$ cat src/logic/dpd_consts.svh
`ifndef DPD_CONSTS_SVH
`define DPD_CONSTS_SVH
// wake address inside the 8KB window
`define DPD_WAKE_ADDR 13'h1FFF
// reads at the wake address needed to leave power-down
`define DPD_WAKE_READS 4'hC
// pin wake settle time in ns and its cycle count at 40 ns
`define DPD_PIN_WAKE_NS 700
`define DPD_CLK_NS 40
`define DPD_PIN_WAKE_CYC ((`DPD_PIN_WAKE_NS + `DPD_CLK_NS - 1) / `DPD_CLK_NS)
// control register sequence values
`define DPD_CMD_NORMAL 8'h05
`define DPD_CMD_RESET 8'h04
`define DPD_CMD_SLEEP 8'h02
// control and confirmation offsets
`define DPD_CTRL_ADDR 13'h100C
`define DPD_CONF_ADDR 13'h1072
// power-down pin control register offset and fields
`define DPD_PINCTL_ADDR 13'h107C
`define DPD_PINCTL_EN 0
`define DPD_PINCTL_POL 1
// generic register, for retention checks
`define DPD_TEST_ADDR 13'h1004
// boot block test pattern returned on boot block reads outside registers
`define DPD_BOOT_DATA 16'hA55A
`endif

$ cat src/logic/dpd_pkg.sv
package dpd_pkg;
  typedef enum logic [1:0] {
    dpd_mode_reset,
    dpd_mode_normal,
    dpd_mode_sleep
  } dpd_mode_t;
  typedef enum logic [2:0] {
    dpd_h_idle,
    dpd_h_setup,
    dpd_h_strobe,
    dpd_h_done,
    dpd_h_wait
  } dpd_hstate_t;
endpackage : dpd_pkg

$ cat src/logic/dpd_bus_if.sv
`timescale 1ns/1ps
`default_nettype none
interface dpd_bus_if;
  logic [12:0] addr;
  logic [15:0] wdata;
  logic [15:0] rdata;
  logic data_oe;
  logic chip_enable_n;
  logic write_strobe_n;
  logic output_strobe_n;
  logic address_valid_strobe_n;
  logic mux_bus;
  logic reset_input_n;
  logic power_down_pin;
  logic busy_n;
  logic [15:0] data_wire;
  assign data_wire = data_oe ? rdata : wdata;
  modport device (
    input addr, wdata, chip_enable_n, write_strobe_n, output_strobe_n,
    input address_valid_strobe_n, mux_bus, reset_input_n, power_down_pin,
    output rdata, data_oe, busy_n
  );
  modport host (
    output addr, wdata, chip_enable_n, write_strobe_n, output_strobe_n,
    output address_valid_strobe_n, mux_bus, reset_input_n, power_down_pin,
    input rdata, data_oe, busy_n
  );
endinterface : dpd_bus_if
`default_nettype wire

$ cat src/logic/dpd_device.sv
`timescale 1ns/1ps
`default_nettype none
`include "dpd_consts.svh"
module dpd_device
  import dpd_pkg::*;
#(
  parameter int STRETCH_CYC = 6
) (
  input wire logic clk,
  input wire logic rst_b,
  dpd_bus_if.device bus,
  output logic asleep,
  output dpd_mode_t mode,
  output logic [7:0] test_reg
);
  // the 4-bit hold counter cannot reach a threshold above 15
  if (STRETCH_CYC < 2 || STRETCH_CYC > 15) begin : g_bad_stretch
    $error("STRETCH_CYC out of range");
  end
  // mode and command state
  dpd_mode_t prev_mode;
  logic sleep_armed;
  logic [7:0] ctrl_pending;
  logic [7:0] pin_ctl;
  logic [3:0] wake_cnt;
  logic [3:0] hold_cnt;
  logic [12:0] hold_addr;
  // previous-cycle copies of the strobes, pin and reset
  logic rd_q;
  logic wr_q;
  logic pin_q;
  logic rst_seen;
  // decoded view of the bus
  logic rd_now;
  logic wr_now;
  logic in_gate;
  logic [12:0] a_in;
  logic [15:0] d_in;
  logic pin_event;
  logic wake_read;
  logic wake_by_reads;
  logic wake_by_stretch;
  logic boot_addr;
  // inputs are gated off while asleep and chip enable negated;
  // zero stands in for a switched-off buffer, so a floating bus
  // can neither count cycles nor reach a register
  assign in_gate = asleep && bus.chip_enable_n;
  assign a_in = in_gate ? 13'h0000 : bus.addr;
  assign d_in = in_gate ? 16'h0000 : bus.wdata;
  // cycles need chip enable plus a strobe
  // a strobe without chip enable is noise, not a cycle
  assign rd_now = !bus.chip_enable_n && !bus.output_strobe_n && !in_gate;
  assign wr_now = !bus.chip_enable_n && !bus.write_strobe_n && !in_gate;
  // edge direction picked by the polarity field; a move away
  // from the set level is ignored, so leaving by the same edge
  // takes two toggles of the pin
  assign pin_event = pin_ctl[`DPD_PINCTL_EN] &&
    (bus.power_down_pin != pin_q) &&
    (bus.power_down_pin == pin_ctl[`DPD_PINCTL_POL]);
  // boot block sits in the first and last 2KB of the window
  assign boot_addr = a_in < 13'h0800 || a_in >= 13'h1800;
  // counted at the trailing edge of each read
  assign wake_read = rd_q && !rd_now && a_in == `DPD_WAKE_ADDR;
  // the twelfth counted read at the wake address
  assign wake_by_reads = wake_read && wake_cnt == `DPD_WAKE_READS - 4'h1;
  // a held boot read; never on the multiplexed bus
  assign wake_by_stretch = !bus.mux_bus && hold_cnt == 4'(STRETCH_CYC);
  // strobe edge tracking;
  // last-cycle copies give the leading and trailing strobe edges
  always_ff @(posedge clk or negedge rst_b) begin
    if (!rst_b) begin
      rd_q <= 1'b0;
      wr_q <= 1'b0;
      pin_q <= 1'b0;
      rst_seen <= 1'b0;
    end else begin
      rd_q <= rd_now;
      wr_q <= wr_now;
      pin_q <= bus.power_down_pin;
      rst_seen <= !bus.reset_input_n;
    end
  end
  // stretched read timer; the count starts over if the address
  // moves, so only a read with a held address can wake the device by stretching
  always_ff @(posedge clk or negedge rst_b) begin
    if (!rst_b) begin
      hold_cnt <= 4'h0;
      hold_addr <= 13'h0000;
    end else if (rd_now && asleep && boot_addr) begin
      hold_addr <= a_in;
      if (hold_cnt == 4'h0 || a_in == hold_addr) begin
        if (hold_cnt != 4'hF) begin
          hold_cnt <= hold_cnt + 4'h1;
        end
      end else begin
        hold_cnt <= 4'h1;
      end
    end else begin
      hold_cnt <= 4'h0;
    end
  end
  // mode machine;
  // the reset pin outranks all, its release cycle parks in reset mode
  always_ff @(posedge clk or negedge rst_b) begin
    if (!rst_b) begin
      mode <= dpd_mode_reset;
      prev_mode <= dpd_mode_reset;
      asleep <= 1'b0;
      sleep_armed <= 1'b0;
      wake_cnt <= 4'h0;
    end else if (!bus.reset_input_n) begin
      asleep <= 1'b1;
      mode <= dpd_mode_sleep;
      prev_mode <= dpd_mode_reset;
      sleep_armed <= 1'b0;
      wake_cnt <= 4'h0;
    end else if (rst_seen) begin
      asleep <= 1'b0; // release lands in reset mode
      mode <= dpd_mode_reset;
    end else if (!asleep) begin
      // entry clears the read count so stale reads never help a wake
      if ((sleep_armed && bus.chip_enable_n) || pin_event) begin
        asleep <= 1'b1;
        prev_mode <= mode;
        mode <= dpd_mode_sleep;
        sleep_armed <= 1'b0;
        wake_cnt <= 4'h0;
      end else if (wr_q && !wr_now && a_in == `DPD_CONF_ADDR) begin
        if (ctrl_pending == `DPD_CMD_SLEEP && mode == dpd_mode_normal) begin
          sleep_armed <= 1'b1;
        end else if (ctrl_pending == `DPD_CMD_NORMAL) begin
          mode <= dpd_mode_normal;
        end else if (ctrl_pending == `DPD_CMD_RESET) begin
          mode <= dpd_mode_reset;
        end
      end
    end else if (pin_event || wake_by_reads || wake_by_stretch) begin
      asleep <= 1'b0;
      mode <= prev_mode;
      wake_cnt <= 4'h0;
    end else if (wake_read) begin
      wake_cnt <= wake_cnt + 4'h1;
    end
  end
  // register writes; contents never cleared by sleep
  // writes land on the leading strobe edge, once per cycle
  always_ff @(posedge clk or negedge rst_b) begin
    if (!rst_b) begin
      ctrl_pending <= 8'h00;
      pin_ctl <= 8'h00;
      test_reg <= 8'h00;
    end else if (wr_now && !wr_q && !asleep) begin
      if (a_in == `DPD_CTRL_ADDR) begin
        ctrl_pending <= d_in[7:0];
        // reset mode keeps only the control pair writable
      end else if (mode == dpd_mode_normal) begin
        if (a_in == `DPD_PINCTL_ADDR) begin
          pin_ctl <= d_in[7:0];
        end else if (a_in == `DPD_TEST_ADDR) begin
          test_reg <= d_in[7:0];
        end
      end
    end
  end
  // read data and bus drive; data leads the host's capture by a cycle
  always_ff @(posedge clk or negedge rst_b) begin
    if (!rst_b) begin
      bus.rdata <= 16'h0000;
      bus.data_oe <= 1'b0;
      bus.busy_n <= 1'b0;
    end else begin
      // busy spans reset and its release cycle so boot fetches wait
      bus.busy_n <= bus.reset_input_n && !rst_seen;
      // no drive while asleep, in reset or on a pin edge; a
      // stretched read starts to drive once its wake has landed
      bus.data_oe <= rd_now && !asleep && bus.reset_input_n &&
        !pin_event;
      if (mode == dpd_mode_reset && !boot_addr) begin
        bus.rdata <= 16'h0000;
      end else if (a_in == `DPD_CTRL_ADDR) begin
        bus.rdata <= {14'h0000, mode};
      end else if (a_in == `DPD_PINCTL_ADDR) begin
        bus.rdata <= {8'h00, pin_ctl};
      end else if (a_in == `DPD_TEST_ADDR) begin
        bus.rdata <= {8'h00, test_reg};
      end else if (boot_addr) begin
        bus.rdata <= `DPD_BOOT_DATA; // correct data
      end else begin
        bus.rdata <= 16'h0000;
      end
    end
  end
endmodule : dpd_device
`default_nettype wire

$ cat src/flat_wrapper.sv
// flat-port wrapper written by rule: the top's interface ports become plain ports
module dpd_device_flat import dpd_pkg::*;
#(
  parameter int STRETCH_CYC = 6
)
  (clk, rst_b, asleep, mode, test_reg, bus_addr, bus_wdata, bus_chip_enable_n, bus_write_strobe_n, bus_output_strobe_n, bus_address_valid_strobe_n, bus_mux_bus, bus_reset_input_n, bus_power_down_pin, bus_rdata, bus_data_oe, bus_busy_n);
  dpd_bus_if bus_i ();
  input wire logic clk;
  input wire logic rst_b;
  output logic asleep;
  output dpd_mode_t mode;
  output logic [7:0] test_reg;
  input wire logic [$bits(bus_i.addr)-1:0] bus_addr;
  input wire logic [$bits(bus_i.wdata)-1:0] bus_wdata;
  input wire logic [$bits(bus_i.chip_enable_n)-1:0] bus_chip_enable_n;
  input wire logic [$bits(bus_i.write_strobe_n)-1:0] bus_write_strobe_n;
  input wire logic [$bits(bus_i.output_strobe_n)-1:0] bus_output_strobe_n;
  input wire logic [$bits(bus_i.address_valid_strobe_n)-1:0] bus_address_valid_strobe_n;
  input wire logic [$bits(bus_i.mux_bus)-1:0] bus_mux_bus;
  input wire logic [$bits(bus_i.reset_input_n)-1:0] bus_reset_input_n;
  input wire logic [$bits(bus_i.power_down_pin)-1:0] bus_power_down_pin;
  output wire logic [$bits(bus_i.rdata)-1:0] bus_rdata;
  output wire logic [$bits(bus_i.data_oe)-1:0] bus_data_oe;
  output wire logic [$bits(bus_i.busy_n)-1:0] bus_busy_n;
  assign bus_i.addr = bus_addr;
  assign bus_i.wdata = bus_wdata;
  assign bus_i.chip_enable_n = bus_chip_enable_n;
  assign bus_i.write_strobe_n = bus_write_strobe_n;
  assign bus_i.output_strobe_n = bus_output_strobe_n;
  assign bus_i.address_valid_strobe_n = bus_address_valid_strobe_n;
  assign bus_i.mux_bus = bus_mux_bus;
  assign bus_i.reset_input_n = bus_reset_input_n;
  assign bus_i.power_down_pin = bus_power_down_pin;
  assign bus_rdata = bus_i.rdata;
  assign bus_data_oe = bus_i.data_oe;
  assign bus_busy_n = bus_i.busy_n;
  dpd_device #(.STRETCH_CYC(STRETCH_CYC)) u_core (.clk(clk), .rst_b(rst_b), .bus(bus_i), .asleep(asleep), .mode(mode), .test_reg(test_reg));
endmodule
$ cat config.mk
export PLATFORM = sky130hd
export DESIGN_NAME = dpd_device_flat
export DESIGN_NICKNAME = d
export VERILOG_FILES = /design/src/logic/dpd_pkg.sv /design/src/logic/dpd_bus_if.sv /design/src/logic/dpd_device.sv /design/src/flat_wrapper.sv
export VERILOG_INCLUDE_DIRS = /design/src /design/src/logic
export SDC_FILE = /design/constraint.sdc
export NUM_CORES = 1
export LEC_CHECK = 0
export BUFFER_PORTS_ARGS = -buffer_cell sky130_fd_sc_hd__buf_2
export CORE_ASPECT_RATIO = 1.2
export CORE_MARGIN = 3
export CORE_UTILIZATION = 25
export CTS_BUF_LIST = sky130_fd_sc_hd__clkbuf_8 sky130_fd_sc_hd__clkbuf_16
export CTS_CLUSTER_DIAMETER = 60
export DETAILED_ROUTE_END_ITERATION = 12
export GPL_TIMING_DRIVEN = 1
export PLACE_DENSITY = 0.5
export SYNTH_ARGS = -nofsm -noshare
export SYNTH_HDL_FRONTEND = slang
export SYNTH_SLANG_ARGS = --single-unit
$ cat constraint.sdc
create_clock -name clk -period 3.1 [get_ports clk]
set_input_delay 0.31 -clock clk [delete_from_list [all_inputs] [get_ports clk]]
set_output_delay 0.31 -clock clk [all_outputs]
set_load 0.01 [all_outputs]
# == Word level (Yosys, flattened, before mapping) ==
# Cells that the tools add are included.
# word_totals
regBits,73
in_bits,38
output_inout_bits,29
wordCells,141
# op_classes
addsub,2
n_lt_le_gt_ge,2
n_eq_ne,27
mux,40
n_bitwise,2
reduce_logical,51
# ops
operator,count
$mux 16,5
$eq 13x13->1 const B,5
$mux 4,9
$mux 2,13
$logic_and 1x1->1,24
$eq 8x3->1 const B,2
$eq 13x13->1,1
$ge 13x13->1 const B,1
$logic_not 1->1,13
$lt 13x12->1 const B,1
$mux 13,1
$ne 4x4->1 const B,3
$reduce_and 4->1,3
$mux 1,11
$ne 3x1->1 const B,3
$add 4x1->4 const B,2
$eq 8x2->1 const B,1
$mux 8,1
$ne 6x1->1 const B,1
$reduce_and 3->1,2
$logic_or 1x1->1,5
$ne 5x1->1 const B,1
$ne 5x2->1 const B,1
$reduce_and 5->1,1
other kinds (12),14

# == Logic depth before layout (Yosys ltp) ==
# depth
ltp_word,13
mapped_depth,10
ltp_nobuf,7

# == Least setup slack after synthesis ==
# Ideal clock, no wire load.
# synth_timing
kind,flip-flop to flip-flop
startpoint,register u_core.asleep
endpoint,register u_core.pin_ctl[3]
setup_time_ns,0.136
arrival_time_ns,2.184
required_ns,2.964
slack_ns,0.780
path_stages_with_launch,11
path_buffers,4
synth_period_minus_slack_ns,2.320
path_cell_list,dfrtp_1 > clkbuf_1 > nand2_1 > buf_2 > nand2_1 > or3_1 > or4b_1 > clkbuf_1 > clkbuf_1 > nand2_1 > o21ai_0
# synth_via
elab_chain_cells,6
# synth_lines
item,line,source
"start, declared",dpd_device.sv:12,"output logic asleep,"
"start signal, assigned",dpd_device.sv:108,asleep <= 1'b0;
"start signal, assigned",dpd_device.sv:112,asleep <= 1'b1;
"start signal, assigned",dpd_device.sv:118,asleep <= 1'b0;
"parallel branches: the longest is 6 deep, another holds $mux 13",--,
"end signal, assigned",dpd_device.sv:158,pin_ctl <= d_in[7:0];
"end, declared",dpd_device.sv:24,logic [7:0] pin_ctl;
# Parallel ways; which one is timed is not known.
# A chain may end at the register's enable or synchronous reset.

# == Worst setup path after layout ==
# layout_timing
startpoint,register u_core.pin_ctl[1]
endpoint,register u_core.wake_cnt[3]
# layout_via
elab_chain_cells,8
# layout_lines
item,line,source
$eq 1x1->1 *,dpd_device.sv:59,(bus.power_down_pin == pin_ctl[`DPD_PINCTL_POL]);
$logic_and 1x1->1 *,dpd_device.sv:57,assign pin_event = pin_ctl[`DPD_PINCTL_EN] &&
$logic_or 1x1->1 (2 in a row),dpd_device.sv:137,end else if (pin_event || wake_by_reads || wake_by_stretch) begin
$mux 4,dpd_device.sv:137,
$mux 4,dpd_device.sv:120,end else if (!asleep) begin
$mux 4,dpd_device.sv:117,end else if (rst_seen) begin
$mux 4,dpd_device.sv:111,end else if (!bus.reset_input_n) begin
"end signal, assigned",dpd_device.sv:142,wake_cnt <= wake_cnt + 4'h1;
"end, declared",dpd_device.sv:25,logic [3:0] wake_cnt;
# Every way passes the cells marked *; elsewhere a longest branch is shown, timed or not. The select of a mux whose other input is x is not followed.

==> run_results.csv <==
group,metric,value,unit
status,outcome,"completed",
cts,path_clk_slew,60,ps
die,dieWidth,110.9,um
synthesis,syn-cell-area,3298,um2
setup_path,crit_chain,"or3b_2 -> a21boi_0 -> a211oi_1 -> a211o_1 -> o21bai_1 -> a32o_1",
layout,drive_gt1_frac,0.1976,
synthesis,yosysWarnings,0,
layout,reg_top3,"u_core.hold_addr: 13 flops, u_core.bus.rdata: 9 flops",
cts,cts_tree,"done",
sta,slew_headroom,0.6011,
setup_path,path_buf_inv,0,
layout,diodes,0,
synthesis,synth_top_area_share,0.5008,
setup_path,critPathLaunchType,"flop",
synthesis,ys_ff_latch,66,
cts,post-cts-setup-buffer-count,0,
synthesis,synth_common_cells,"dfrtp_1 (66), nand2_1 (63), o21ai_0 (39)",
synthesis,synthCells,362,
die,io_pins,67,
grt,grt_max_degree,48,
die,dieArea,14610,um2
layout,final_nets,457,
synthesis,ys_top_cells_by_area,"dfrtp_1 (50%), nand2_1 (7.2%), o21ai_0 (5.9%), nor2_1 (3.3%), nor3_1 (1.7%)",
routing,ant_nets,0,
layout,syn_to_final_growth,23.71,%
cts,cts.path.max_buffers,2,
die,fp.dieH,131.8,um
routing,wl_per_cell,15.21,um
place,dp_hpwl,6457,um
grt,antenna_found_initial,0,
cts,cts_buffers,9,
layout,n_fill_cell,1336,
power_and_ir_drop,ir_drop,262.6,uV
sta,setup_tns,0,ps
die,rows,45,
routing,first_iter_violations,159,
sta,tightest_slew,598.4,ps
grt,grt-ovfl-total,0,
layout,top_register,"u_core.hold_addr",
hold_path,min_path_type,"in -> reg",
layout,largest_reg_flops,13,
sta,max_freq,415.8,MHz
die,start_util,0.2581,
routing,routed_wl,8882,um
cts,cts_root_buf,"clkbuf_16",
place,portBuffers,53,
hold_path,hold_depth,1,
layout,fin_cells,584,
synthesis,yosys.area.top_type,"dfrtp_1",
synthesis,synth_edf_count,0,
place,gp_congestion,0.8095,
routing,vias,2767,
routing,via_per_inst,4.738,
flow_run,maxCapViolCount,0,
sta,period_needed,2405,ps
synthesis,ys.flop_type,"dfrtp_1",
routing,first_pass_iters,7,
setup_path,cp_top_family,"compound AO/OA/AOI/OAI gates",
power_and_ir_drop,p_per_area,585.3,nW/um2
cts,cts.sinks,66,
cts,htreeDepth,3,
synthesis,synth_area_per_cell,9.111,um2
cts,clock_latency,330,ps
setup_path,cp.depth,6,
setup_path,endpoint_kind,"flop",
grt,grt_use_total,0.1244,
setup_path,required,3320,ps
place,place_inst,567,
setup_path,critPathMaxStageDelay,450,ps
setup_path,cp_max_fo,7,
synthesis,yosysSeqAreaShare,0.5008,
sta,finalCritPeriodShare,0.7758,
grt,grt_pass1_wl,14530,um
sta,final-hold-violation-count,0,
sta,rsz0062_at_grt,"no",
sta,slew_violations,0,
synthesis,async_flop_share,1.000,
grt,grt_pass1_vias,2688,
setup_path,ff2ff_path_depth,6,
die,core_area,12780,um2
power_and_ir_drop,p_leak,0.001801,uW
setup_path,cp.arrival,2620,ps
sta,fin_skew,7.201,ps
setup_path,slowest_stage,"a21boi_0",
setup_path,crit_type,"reg -> reg",
sta,setup_viol,0,
synthesis,yosysMostFrequentCell,"dfrtp_1",
synthesis,yosysUniqueCellTypes,53,
routing,drc_errors,0,
report_power, final:
| part | internal, uW | switching [uW] | total [uW] |
|---|---|---|---|
| clock network | 785 | 397 | 1180 |
| logic | 101 | 148 | 250 |
| registers | 910 | 46.4 | 957 |
| total | 1800 | 592 | 2390 |
worst reg2reg max path, stage by stage, from the launching register on:
cell and delay (ps):
dfrtp_1 400, or3b_2 440, a21boi_0 450, a211oi_1 170
a211o_1 370, o21bai_1 180, a32o_1 270
placed cells by master (no fill, tap or decap), drive strengths merged, types with 4 or more instances in the layout:
master,n
dfrtp,66
nand2,63
buf,62
o21ai,41
nor2,30
inv,16
nor3,11
clkbuf,9
a21oi,7
or4,6
nand3,6
nor4,6
xnor2,5
a22oi,5
a221oi,5
a31oi,5
nor4bb,4
nor3b,4
mux2i,4
ha,4
conb,4
cell type report:
class | instances | area (um2) | area share
tap | 164 | 205.2 | 0.05029
clock buffer | 9 | 225.2 | 0.05520
multi-input combinational | 261 | 1485 | 0.3640
sequential | 66 | 1652 | 0.4048
timing repair buffer | 63 | 342.8 | 0.08402
clock inverter | 7 | 117.6 | 0.02883
inverter | 14 | 52.55 | 0.01288
through the flow:
stage / utilization / worst slack (ps) / area, um2 / total power [uW] / hold slack, ps
after floorplan: - / 779.6 / 3309 / 1115 / 14.41
final: 0.3192 / 695.1 / 4080 / 2388 / 127.9
after CTS: 0.3192 / 667.2 / 4080 / 2416 / 126.0
after detailed placement: 0.2916 / 508.9 / 3727 / 1224 / 309.4
after global placement: 0.2916 / 586.7 / 3727 / 1217 / 305.3
after global routing: 0.3192 / 543.2 / 4080 / 2494 / 124.4
metal layers:
metal	global-route usage	up-vias	share of wire
met1	0.1692	1313	0.48
met2	0.1933	63	0.47
li1	-	1381	-
met5	0	-	0
met4	0.05886	0	0.019
met3	0.01974	10	0.036
cell families (layout without fill, tap and decap cells):
kind of cell | after synthesis | in the layout | synth area share
simple gates | 156 | 156 | 0.2363
compound gates | 88 | 88 | 0.1688
buf+inv | 38 | 93 | 0.05235
xor+xnor | 5 | 5 | 0.01328
mux | 4 | 4 | 0.01214
flops | 66 | 66 | 0.5008
fa+ha+maj | 4 | 4 | 0.01518
other cells | 1 | 4 | 0.001137
path summary, 6_finish.rpt:
path	endpoint	slack (ps)	startpoint
max	u_core.wake_cnt[3]$_DFFE_PN0P_	700	u_core.pin_ctl[1]$_DFFE_PN0P_
min	u_core.pin_q$_DFF_PN0_	130	bus_power_down_pin
max in group asynchronous	u_core.prev_mode[0]$_DFFE_PN0P_	1650	rst_b
max reg2reg	u_core.wake_cnt[3]$_DFFE_PN0P_	700	u_core.pin_ctl[1]$_DFFE_PN0P_
min in group asynchronous	u_core.hold_addr[4]$_DFFE_PN0P_	470	rst_b
min reg2reg	u_core.ctrl_pending[6]$_DFFE_PN0P_	480	u_core.ctrl_pending[6]$_DFFE_PN0P_
repair_timing:
item                                    4_1_cts  5_1_grt
endpoints found under the hold margin        19        0
hold buffers                                  1        0
endpoints found under the setup margin        0        0
gates resized for setup                       0        0
No activity file was read; power rests on OpenSTA's default activity.
